$ cat src/sbp_pkg.sv
// Constants, carriers and table contents for the basic parameter table store
package sbp_pkg;

    // Serial framing
    localparam logic [7:0] OPC_PARAM_READ = 8'h5A;
    localparam logic [5:0] CMD_LAST       = 6'h07;
    localparam logic [5:0] ADDR_LAST      = 6'h1F;
    localparam logic [5:0] DUMMY_LAST     = 6'h27;
    localparam logic [5:0] DATA_START     = 6'h28;
    localparam logic [2:0] BIT_FIRST      = 3'h0;

    // Table placement
    localparam logic [7:0] BPT_BASE       = 8'h80;
    localparam logic [7:0] BPT_LAST       = 8'h93;
    localparam logic [7:0] FILL_BYTE      = 8'hFF;

    // Table byte addresses
    localparam logic [7:0] A_ERASE_INFO   = 8'h80;
    localparam logic [7:0] A_ERASE_OPC    = 8'h81;
    localparam logic [7:0] A_READ_FLAGS   = 8'h82;
    localparam logic [7:0] A_DW1_TOP      = 8'h83;
    localparam logic [7:0] A_DENS_0       = 8'h84;
    localparam logic [7:0] A_DENS_1       = 8'h85;
    localparam logic [7:0] A_DENS_2       = 8'h86;
    localparam logic [7:0] A_DENS_3       = 8'h87;
    localparam logic [7:0] A_QIO_WAIT     = 8'h88;
    localparam logic [7:0] A_QIO_OPC      = 8'h89;
    localparam logic [7:0] A_QOR_WAIT     = 8'h8A;
    localparam logic [7:0] A_QOR_OPC      = 8'h8B;
    localparam logic [7:0] A_DOR_WAIT     = 8'h8C;
    localparam logic [7:0] A_DOR_OPC      = 8'h8D;
    localparam logic [7:0] A_DIO_WAIT     = 8'h8E;
    localparam logic [7:0] A_DIO_OPC      = 8'h8F;
    localparam logic [7:0] A_ALLMODE      = 8'h90;
    localparam logic [7:0] A_RSV_1        = 8'h91;
    localparam logic [7:0] A_RSV_3        = 8'h93;

    // Fields of the first table byte
    localparam logic [2:0] B80_UNUSED     = 3'h7;
    localparam logic [1:0] SR_VOLATILE    = 2'h0;
    localparam logic       PROG_BUF_BIG   = 1'h1;
    localparam logic [1:0] ERASE_GRAN     = 2'h1;
    localparam logic [7:0] B_ERASE_INFO   = {B80_UNUSED, SR_VOLATILE, PROG_BUF_BIG, ERASE_GRAN};

    localparam logic [7:0] B_ERASE_OPC    = 8'h20;
    localparam logic [7:0] B_READ_FLAGS   = 8'hF1;
    localparam logic       FAST_READ_BIT  = 1'h1;
    localparam logic [7:0] B_DW1_TOP      = 8'hFF;
    localparam logic [31:0] DENSITY_BITS  = 32'h07FF_FFFF;

    // Mode, dummy cycle and opcode fields
    localparam logic [2:0] QIO_MODE       = 3'h2;
    localparam logic [4:0] QIO_DUMMY      = 5'h04;
    localparam logic [2:0] QOR_MODE       = 3'h0;
    localparam logic [4:0] QOR_DUMMY      = 5'h08;
    localparam logic [2:0] DOR_MODE       = 3'h0;
    localparam logic [4:0] DOR_DUMMY      = 5'h08;
    localparam logic [2:0] DIO_MODE       = 3'h2;
    localparam logic [4:0] DIO_DUMMY      = 5'h00;
    localparam logic [7:0] B_QIO_OPC      = 8'hEB;
    localparam logic [7:0] B_QOR_OPC      = 8'h6B;
    localparam logic [7:0] B_DOR_OPC      = 8'h3B;
    localparam logic [7:0] B_DIO_OPC      = 8'hBB;

    // All-line protocol byte
    localparam logic [2:0] RSV_HI         = 3'h7;
    localparam logic       ALL_QUAD_OK    = 1'h0;
    localparam logic [2:0] RSV_MID        = 3'h7;
    localparam logic       ALL_DUAL_OK    = 1'h0;
    localparam logic [7:0] B_ALLMODE      = {RSV_HI, ALL_QUAD_OK, RSV_MID, ALL_DUAL_OK};
    localparam logic [7:0] B_RESERVED     = 8'hFF;

    typedef struct packed {
        logic sclk;
        logic cs_n;
        logic mosi;
    } sbp_pins_t;

    typedef enum logic [2:0] {
        PH_CMD,
        PH_ADDR,
        PH_DUMMY,
        PH_DATA,
        PH_IGNORE
    } sbp_phase_t;

endpackage

$ cat src/sbp_rom.sv
// Basic flash parameter table store with its serial read front end
`timescale 1ns/1ps

module sbp_rom
    import sbp_pkg::*;
(
    input  wire logic       clock,
    input  wire logic       rst,
    input  wire sbp_pins_t  pins,
    output logic            so,
    output logic            so_oe,
    output logic            table_hit,
    output logic [7:0]      cur_addr
);

    // Table decode, shared by the shifter and the checks
    function automatic logic [7:0] sbp_lookup(input logic [7:0] a);
        logic [7:0] b;
        b = FILL_BYTE;
        case (a)
            A_ERASE_INFO: b = B_ERASE_INFO;
            A_ERASE_OPC:  b = B_ERASE_OPC;
            A_READ_FLAGS: b = {B_READ_FLAGS[7:1], FAST_READ_BIT};
            A_DW1_TOP:    b = B_DW1_TOP;
            A_DENS_0:     b = DENSITY_BITS[7:0];
            A_DENS_1:     b = DENSITY_BITS[15:8];
            A_DENS_2:     b = DENSITY_BITS[23:16];
            A_DENS_3:     b = DENSITY_BITS[31:24];
            A_QIO_WAIT:   b = {QIO_MODE, QIO_DUMMY};
            A_QIO_OPC:    b = B_QIO_OPC;
            A_QOR_WAIT:   b = {QOR_MODE, QOR_DUMMY};
            A_QOR_OPC:    b = B_QOR_OPC;
            A_DOR_WAIT:   b = {DOR_MODE, DOR_DUMMY};
            A_DOR_OPC:    b = B_DOR_OPC;
            A_DIO_WAIT:   b = {DIO_MODE, DIO_DUMMY};
            A_DIO_OPC:    b = B_DIO_OPC;
            A_ALLMODE:    b = B_ALLMODE;
            default:      b = B_RESERVED;
        endcase
        return b;
    endfunction

    function automatic logic in_table(input logic [7:0] a);
        return (a >= BPT_BASE) && (a <= BPT_LAST);
    endfunction

    // Pin synchronisers
    sbp_pins_t  pins_m_q;
    sbp_pins_t  pins_s_q;
    logic       sclk_d1_q;
    logic       rise;
    logic       fall;
    logic       cs_act;
    logic       mosi_s;

    // Serial engine state
    sbp_phase_t phase_q;
    logic [5:0] cnt_q;
    logic [7:0] opc_q;
    logic [7:0] addr_q;
    logic [2:0] bit_q;
    logic [7:0] sh_q;
    logic [7:0] cur_byte_q;
    logic       so_q;
    logic       so_oe_q;
    logic       hit_q;
    logic       load;
    logic       sh_msb;
    logic [7:0] next_byte;

    always_ff @(posedge clock) begin
        if (rst) begin
            pins_m_q  <= '{sclk: 1'h0, cs_n: 1'h1, mosi: 1'h0};
            pins_s_q  <= '{sclk: 1'h0, cs_n: 1'h1, mosi: 1'h0};
            sclk_d1_q <= 1'h0;
        end else begin
            pins_m_q  <= pins;
            pins_s_q  <= pins_m_q;
            sclk_d1_q <= pins_s_q.sclk;
        end
    end

    assign rise      = pins_s_q.sclk & ~sclk_d1_q;
    assign fall      = ~pins_s_q.sclk & sclk_d1_q;
    assign cs_act    = ~pins_s_q.cs_n;
    assign mosi_s    = pins_s_q.mosi;
    assign load      = fall && (phase_q == PH_DATA) && (bit_q == BIT_FIRST);
    assign sh_msb    = sh_q[7];
    assign next_byte = sbp_lookup(addr_q);

    // Phase sequencing on rising serial clock
    always_ff @(posedge clock) begin
        if (rst || !cs_act) begin
            phase_q <= PH_CMD;
        end else if (rise) begin
            case (phase_q)
                PH_CMD: begin
                    if (cnt_q == CMD_LAST) begin
                        if ({opc_q[6:0], mosi_s} == OPC_PARAM_READ) begin
                            phase_q <= PH_ADDR;
                        end else begin
                            phase_q <= PH_IGNORE;
                        end
                    end
                end
                PH_ADDR: begin
                    if (cnt_q == ADDR_LAST) begin
                        phase_q <= PH_DUMMY;
                    end
                end
                PH_DUMMY: begin
                    if (cnt_q == DUMMY_LAST) begin
                        phase_q <= PH_DATA;
                    end
                end
                PH_DATA:   phase_q <= PH_DATA;
                PH_IGNORE: phase_q <= PH_IGNORE;
                default:   phase_q <= PH_CMD;
            endcase
        end
    end

    // Rising edge count up to the first data clock
    always_ff @(posedge clock) begin
        if (rst || !cs_act) begin
            cnt_q <= '0;
        end else if (rise && (phase_q inside {PH_CMD, PH_ADDR, PH_DUMMY})) begin
            cnt_q <= cnt_q + 6'h01;
        end
    end

    // Opcode capture
    always_ff @(posedge clock) begin
        if (rst || !cs_act) begin
            opc_q <= '0;
        end else if (rise && (phase_q == PH_CMD)) begin
            opc_q <= {opc_q[6:0], mosi_s};
        end
    end

    // Address: upper bits shift out, low byte stays and then walks
    always_ff @(posedge clock) begin
        if (rst) begin
            addr_q <= '0;
        end else if (rise && (phase_q == PH_ADDR)) begin
            addr_q <= {addr_q[6:0], mosi_s};
        end else if (load) begin
            addr_q <= addr_q + 8'h01;
        end
    end

    // Output shifter, MSB first on falling edges
    always_ff @(posedge clock) begin
        if (rst || !cs_act) begin
            bit_q <= BIT_FIRST;
            sh_q  <= '0;
            so_q  <= 1'h0;
        end else if (fall && (phase_q == PH_DATA)) begin
            bit_q <= bit_q + 3'h1;
            if (load) begin
                so_q <= next_byte[7];
                sh_q <= {next_byte[6:0], 1'h0};
            end else begin
                so_q <= sh_q[7];
                sh_q <= {sh_q[6:0], 1'h0};
            end
        end
    end

    // Byte in flight and table hit flag
    always_ff @(posedge clock) begin
        if (rst) begin
            cur_byte_q <= FILL_BYTE;
            hit_q      <= 1'h0;
        end else if (load) begin
            cur_byte_q <= next_byte;
            hit_q      <= in_table(addr_q);
        end
    end

    // Output enable from first data edge until chip select rises
    always_ff @(posedge clock) begin
        if (rst || !cs_act) begin
            so_oe_q <= 1'h0;
        end else if (fall && (phase_q == PH_DATA)) begin
            so_oe_q <= 1'h1;
        end
    end

    assign so        = so_q;
    assign so_oe     = so_oe_q;
    assign table_hit = hit_q;
    assign cur_addr  = addr_q;
endmodule

$ cat config.mk
export PLATFORM = sky130hd
export DESIGN_NAME = sbp_rom
export DESIGN_NICKNAME = d
export VERILOG_FILES = /design/src/sbp_pkg.sv /design/src/sbp_rom.sv
export SDC_FILE = /design/constraint.sdc
export NUM_CORES = 1
export LEC_CHECK = 0
export ABC_AREA = 1
export ABC_CLOCK_PERIOD_IN_PS = 4600
export BUFFER_PORTS_ARGS = -buffer_cell sky130_fd_sc_hd__buf_4
export CORE_ASPECT_RATIO = 0.7
export CORE_MARGIN = 2
export CORE_UTILIZATION = 40
export CTS_CLUSTER_DIAMETER = 150
export DETAILED_ROUTE_END_ITERATION = 8
export GPL_TIMING_DRIVEN = 0
export PLACE_DENSITY_LB_ADDON = 0.1
export SYNTH_ARGS = -nofsm -noshare
export SYNTH_HDL_FRONTEND = slang
export SYNTH_SLANG_ARGS = --single-unit
$ cat constraint.sdc
create_clock -name clock -period 4.6 [get_ports clock]
set_input_delay 0.46 -clock clock [delete_from_list [all_inputs] [get_ports clock]]
set_output_delay 0.46 -clock clock [all_outputs]
set_load 0.005 [all_outputs]
[After elaboration in Yosys (flattened, before gate mapping)]
Cells that the tools add are included.
Storage, ports and cells
  register bits after elaboration: 45
  input port bits: 5
  output and inout port bits: 11
Cells by class
  add/subtract/negate cells: 3
  order comparisons: 2
  eq/ne operators: 24
  mux-type cells: 10
  bitwise logic cells: 4
  reduce and logical (&&, ||, !) cells: 13
Operator list (number)
  $eq A8 B8 Y1 const B: 13
  $pmux W8 S12: 1
  $mux W8: 3
  $pmux W3 S5: 1
  $mux W3: 4
  $add A8 B1 Y8 const B: 1
  $eq A8 B7 Y1 const B: 1
  $ge A8 B8 Y1 const B: 1
  $le A8 B8 Y1 const B: 1
  $add A6 B1 Y6 const B: 1
  $eq A3 B2 Y1 const B: 2
  $eq A6 B3 Y1 const B: 1
  $eq A6 B5 Y1 const B: 1
  $eq A6 B6 Y1 const B: 1
  $logic_and A1 B1 Y1: 6
  $logic_not A3 Y1: 2
  $ne A2 B2 Y1 const B: 3
  $reduce_and A4 Y1: 1
  $add A3 B1 Y3 const B: 1
  $eq A3 B1 Y1 const B: 1
  $eq A3 B3 Y1 const B: 1
  $reduce_bool A3 Y1: 1
  $and A1 B1 Y1: 2
  $not A1 Y1: 2
  4 further kinds: 4

[Logic depth before layout (Yosys ltp)]
  word-level depth: 6
  depth in mapped cells: 12

[Worst setup path after synthesis]
No wires, ideal clock.
  kind: flip-flop to flip-flop
  from: register addr_q[0] (netlist: cur_addr[0])
  to: register sh_q[2]
  library setup time: 139 ps
  arrival time: 1361 ps
  required time: 4461 ps
  slack: 3100 ps
  cell stages (with the launch flop): 12
  path buffers: 0
  cell sequence: dfxtp_1 inv_1 ha_1 inv_1 nor2_1 nand2_2 and2_1 nand2_1 nor2_1 nand2_1 nand2_1 a21oi_2
On the way
  word-level cells in the longest chain between the ends: 4
  elaborated cells on any way between the ends: 16
  those cells by class: eq/ne (13); mux (2); reduce/logical (1)
Ends and longest elaborated chain
  from (decl): RTL line sbp_rom.sv:60  | logic [7:0] addr_q;
  from (signal assigned): RTL line sbp_rom.sv:146  | addr_q <= {addr_q[6:0], mosi_s};
  from (signal assigned): RTL line sbp_rom.sv:148  | addr_q <= addr_q + 8'h01;
  $eq A8 B8 Y1: RTL line sbp_rom.sv:20  | case (a)
  $reduce_or A2 Y1 (no source line)
  $pmux W8 S12 *: RTL line sbp_rom.sv:20
  $mux W8 *: RTL line sbp_rom.sv:160  | if (load) begin
  to (signal assigned): RTL line sbp_rom.sv:162  | sh_q <= {next_byte[6:0], 1'h0};
  to (signal assigned): RTL line sbp_rom.sv:165  | sh_q <= {sh_q[6:0], 1'h0};
  to (decl): RTL line sbp_rom.sv:62  | logic [7:0] sh_q;
Mark *: on every way between the ends. The rest lies on a longest branch, timed or not.
A chain may end at the register's enable or synchronous reset.

[Final worst setup path]
  from: register addr_q[0] (netlist: cur_addr[0])
  to: register sh_q[3]
The elaborated chain is that of the path after synthesis.

==> summary.txt <==
FLOORPLAN
-----------------------------------------------------------------------------------
Initial Util .........................................................       0.4183
I/O pin count ........................................................           16
Die area .............................................................     6664 um2
Core Box Area ........................................................     5756 um2
Die Height ...........................................................     68.91 um
Number of placement rows .............................................           23
Die width ............................................................     96.72 um

PLACE
-----------------------------------------------------------------------------------
Instance area at placement ...........................................     2614 um2
Routability congestion estimate from global placement ................       0.8717
Port Buf Inserts .....................................................           15
DP Cell Count ........................................................          459
Worst setup timing slack at the placement stage ......................     2.774 ns
Placed wire-length estimate after detailed placement .................      3805 um

WORST SETUP PATH
-----------------------------------------------------------------------------------
Critical path capture point .......................................... sh_q[3]$_SDFFE_PP0P_
Setup crit start kind ................................................     register
Critical Setup Path Class ............................................ register to register
CP arrival ...........................................................      1.97 ns
Highest fanout seen on the critical path .............................            7
Worst reg2reg path endpoint .......................................... sh_q[3]$_SDFFE_PP0P_
Start point of the critical path ..................................... cur_addr[0]$_SDFFE_PP0P_
Source of the worst register-to-register timing path ................. cur_addr[0]$_SDFFE_PP0P_
Worst path required time .............................................      4.77 ns
Crit end category ....................................................     register
Count of cells along the worst register-to-register path .............           10
Reg2reg setup slack ..................................................      2.80 ns

SYNTHESIS
-----------------------------------------------------------------------------------
Gate count of the mapped netlist .....................................          369
Asr flop ratio synth .................................................            0
Main area contributors after synthesis ............................... sky130_fd_sc_hd__dfxtp_1, sky130_fd_sc_hd__nand2_1, sky130_fd_sc_hd__nor2_1
Sequential-to-total area share from yosys stat .......................       0.3659
Top FF cell, synth ................................................... sky130_fd_sc_hd__dfxtp_1
Post-synthesis net count .............................................          381
Number of different library cells in the post-synthesis netlist ......           30
Most numerous cell types in the synthesized netlist .................. sky130_fd_sc_hd__nand2_1, sky130_fd_sc_hd__nor2_1, sky130_fd_sc_hd__dfxtp_1
Count of yosys warnings during synthesis .............................            0
Count of state elements after synthesis ..............................           44
Most numerous cell in the Yosys netlist .............................. sky130_fd_sc_hd__nand2_1
Number of synthesized flops with an enable pin .......................            0
Synth Cell Area ......................................................     2407 um2
Area share of the leading cell type in the synthesized netlist .......       0.3659
Post-synth top area cell ............................................. sky130_fd_sc_hd__dfxtp_1
Per-instance average area after synthesis ............................    6.524 um2

MIN PATH
-----------------------------------------------------------------------------------
Kind of path behind the tightest hold check .......................... input pin to register

CLOCK NETWORK
-----------------------------------------------------------------------------------
Worst skew pair latency ..............................................      0.31 ns
Clock transition at the registers of the reported paths ..............      0.09 ns
Post-CTS setup repair buffer count ...................................            0
Number of hold buffers added after cts ...............................            0
H-tree levels ........................................................            2
Clock tree from TritonCTS ............................................         done
Number of sinks handled by clock tree synthesis ......................           44
Maximum count of clock buffers along a single path ...................            2
CTS resizes ..........................................................            0
Number of clock buffers inserted by TritonCTS ........................            5
CTS root buf ......................................................... sky130_fd_sc_hd__clkbuf_8

GLOBAL ROUTE
-----------------------------------------------------------------------------------
Largest net degree at the start of global routing ....................           16
Total Routing Usage GR ...............................................       0.1722
Via count of the first global-routing pass ...........................         2010
Total congestion overflow ............................................            0
Global-route wire length before repair ...............................      9280 um
Number of antenna violations at the first check in global routing ....            0

STA
-----------------------------------------------------------------------------------
Fraction of the cycle the final worst path needs .....................       0.3922
Transition time of the tightest slew-check pin .......................    0.6561 ns
Number of setup violations in the final report .......................            0
Endpoints failing hold ...............................................            0
Highest clock frequency the design can meet ..........................    554.3 MHz
Worst Slack Setup Final ..............................................     2.796 ns
Clock skew after layout ..............................................  0.007036 ns
Setup repair after global routing missed its margin ..................           no
Worst slew margin ....................................................       0.5626
Time the worst path needs with I/O delays and setup ..................     1.804 ns
Max-slew violation count .............................................            0
TNS Setup ............................................................         0 ns

FINISH
-----------------------------------------------------------------------------------
Diode count ..........................................................            0
Footprint of the multi-input gates ...................................     1294 um2
Area of all sequential standard cells ................................    880.8 um2
Final-stage net count ................................................          403
Layout cell share with drive strength beyond 1 .......................       0.1531
Count of placed standard cells in the final layout, fillers left out .          467
Number of filler instances in the final layout .......................          607
Area Overhead vs Synth ...............................................       13.36%
Non-Filler Cell Area, Final ..........................................     2729 um2

PWR
-----------------------------------------------------------------------------------
Power density over the cells ......................................... 260.3 nW/um2
IR Drop Worst-Case VDD ...............................................    0.1723 mV
Tot Pwr ..............................................................     710.4 uW
Leakage power summed over all cells ..................................  0.001225 uW

DETAILED ROUTING
-----------------------------------------------------------------------------------
Routed WL per cell ...................................................     11.02 um
DRT Pass-1 Iters .....................................................            4
Via count ............................................................         2204
Residual DRC count ...................................................            0
Detail-routed via count per cell .....................................        4.719
Violation count after the first detailed-routing iteration ...........          105
Wire length reported by the detailed router ..........................      5146 um
Post-route antenna net violation count ...............................            0

RUN STATUS
-----------------------------------------------------------------------------------
Status ............................................................... finished, final reports clean

FLOW RUN
-----------------------------------------------------------------------------------
MaxCap Viol Count ....................................................            0

[how the worst min path moves through the flow]
stage	start	slack [ns]	cells after the start	endpoint
2_1_floorplan	pins_m_q[0]$_SDFF_PP0_	0.39	2	mosi_s$_SDFF_PP0_
3_3_place_gp	pins_m_q[1]$_SDFF_PP1_	0.39	1	pins_s_q[1]$_SDFF_PP1_
3_5_place_dp	pins_m_q[2]$_SDFF_PP0_	0.39	2	pins_s_q[2]$_SDFF_PP0_
4_1_cts	pins[1]	0.32	2	pins_m_q[1]$_SDFF_PP1_
5_1_grt	pins[1]	0.32	2	pins_m_q[1]$_SDFF_PP1_
6_report	pins[1]	0.33	2	pins_m_q[1]$_SDFF_PP1_
[per-layer routing]
layer  vias up  part of all wire  global-route usage
met5         -                 0                   0
met2        45              0.37              0.2543
met4         0             0.010             0.06338
li1       1204                 -                   -
met3         4             0.045             0.04234
met1       951              0.57              0.2446
[final cells by class]
cell class | instances | share of cell area
clock inverters | 3 | 0.01696
well taps | 75 | 0.03439
multi-input cells | 266 | 0.4741
clock buffers | 5 | 0.02522
repair buffers | 15 | 0.04127
plain buffers | 8 | 0.01513
flip-flops and latches | 44 | 0.3228
inverters | 51 | 0.07015
[critical path: stages, from the launching register on]
cell,delay (ns)
sky130_fd_sc_hd__dfxtp_1,0.48
sky130_fd_sc_hd__ha_1,0.34
sky130_fd_sc_hd__nand2_1,0.08
sky130_fd_sc_hd__nor2_1,0.16
sky130_fd_sc_hd__nand2_1,0.15
sky130_fd_sc_hd__nand3_2,0.11
sky130_fd_sc_hd__nor2_2,0.04
sky130_fd_sc_hd__nand2_2,0.11
sky130_fd_sc_hd__nand2_1,0.08
sky130_fd_sc_hd__nand2_1,0.07
sky130_fd_sc_hd__a21oi_2,0.05
[through the flow]
step | hold WS [ns] | util
after floorplan | 0.3883 | -
after global placement | 0.3913 | 0.4541
after detailed placement | 0.3927 | 0.4541
after CTS | 0.3208 | 0.4741
after global routing | 0.3208 | 0.4741
final | 0.3321 | 0.4741
[cells in the final DEF (no fill, tap or decap), types with 2 or more instances in the layout]
master and instances:
sky130_fd_sc_hd__o21ai_1 2, sky130_fd_sc_hd__nor2_1 62, sky130_fd_sc_hd__dfxtp_1 44, sky130_fd_sc_hd__clkbuf_8 5
sky130_fd_sc_hd__inv_1 43, sky130_fd_sc_hd__buf_4 15, sky130_fd_sc_hd__o22ai_1 2, sky130_fd_sc_hd__nand3_1 19
sky130_fd_sc_hd__nand2_2 8, sky130_fd_sc_hd__a21oi_2 7, sky130_fd_sc_hd__ha_1 7, sky130_fd_sc_hd__nor2_2 5
sky130_fd_sc_hd__clkbuf_1 4, sky130_fd_sc_hd__xor2_1 3, sky130_fd_sc_hd__inv_2 8, sky130_fd_sc_hd__buf_2 3
sky130_fd_sc_hd__or2_2 2, sky130_fd_sc_hd__a21oi_1 15, sky130_fd_sc_hd__a31oi_1 3, sky130_fd_sc_hd__o221ai_1 2
sky130_fd_sc_hd__nor3_1 4, sky130_fd_sc_hd__nand2_1 92, sky130_fd_sc_hd__nand4_1 4, sky130_fd_sc_hd__o21ai_0 22
[report_power, final]
group	leakage [uW]	switching, uW	total, uW	internal, uW
sequential	0.000356	1.23	385	384
combinational	0.000814	10.3	16.1	5.78
clock	0.0000548	146	309	164
[kinds of logic after synthesis]
family | count (synthesis) | synth area share
compound gates | 54 | 0.1305
xor+xnor | 4 | 0.01456
fa+ha+maj | 7 | 0.03638
buf+inv | 59 | 0.09667
flops | 44 | 0.3659
simple gates | 201 | 0.3560
[sequential cells by signal, indices dropped and copies added (netlist names)]
register	flops
phase_q	3
cur_addr	8
sclk_d1_q	1
opc_q	7
mosi_s	1
pins_s_q	2
so_oe	1
sh_q	7
bit_q	3
table_hit	1
cnt_q	6
so	1
pins_m_q	3
No activity file was read; power rests on OpenSTA's default activity.
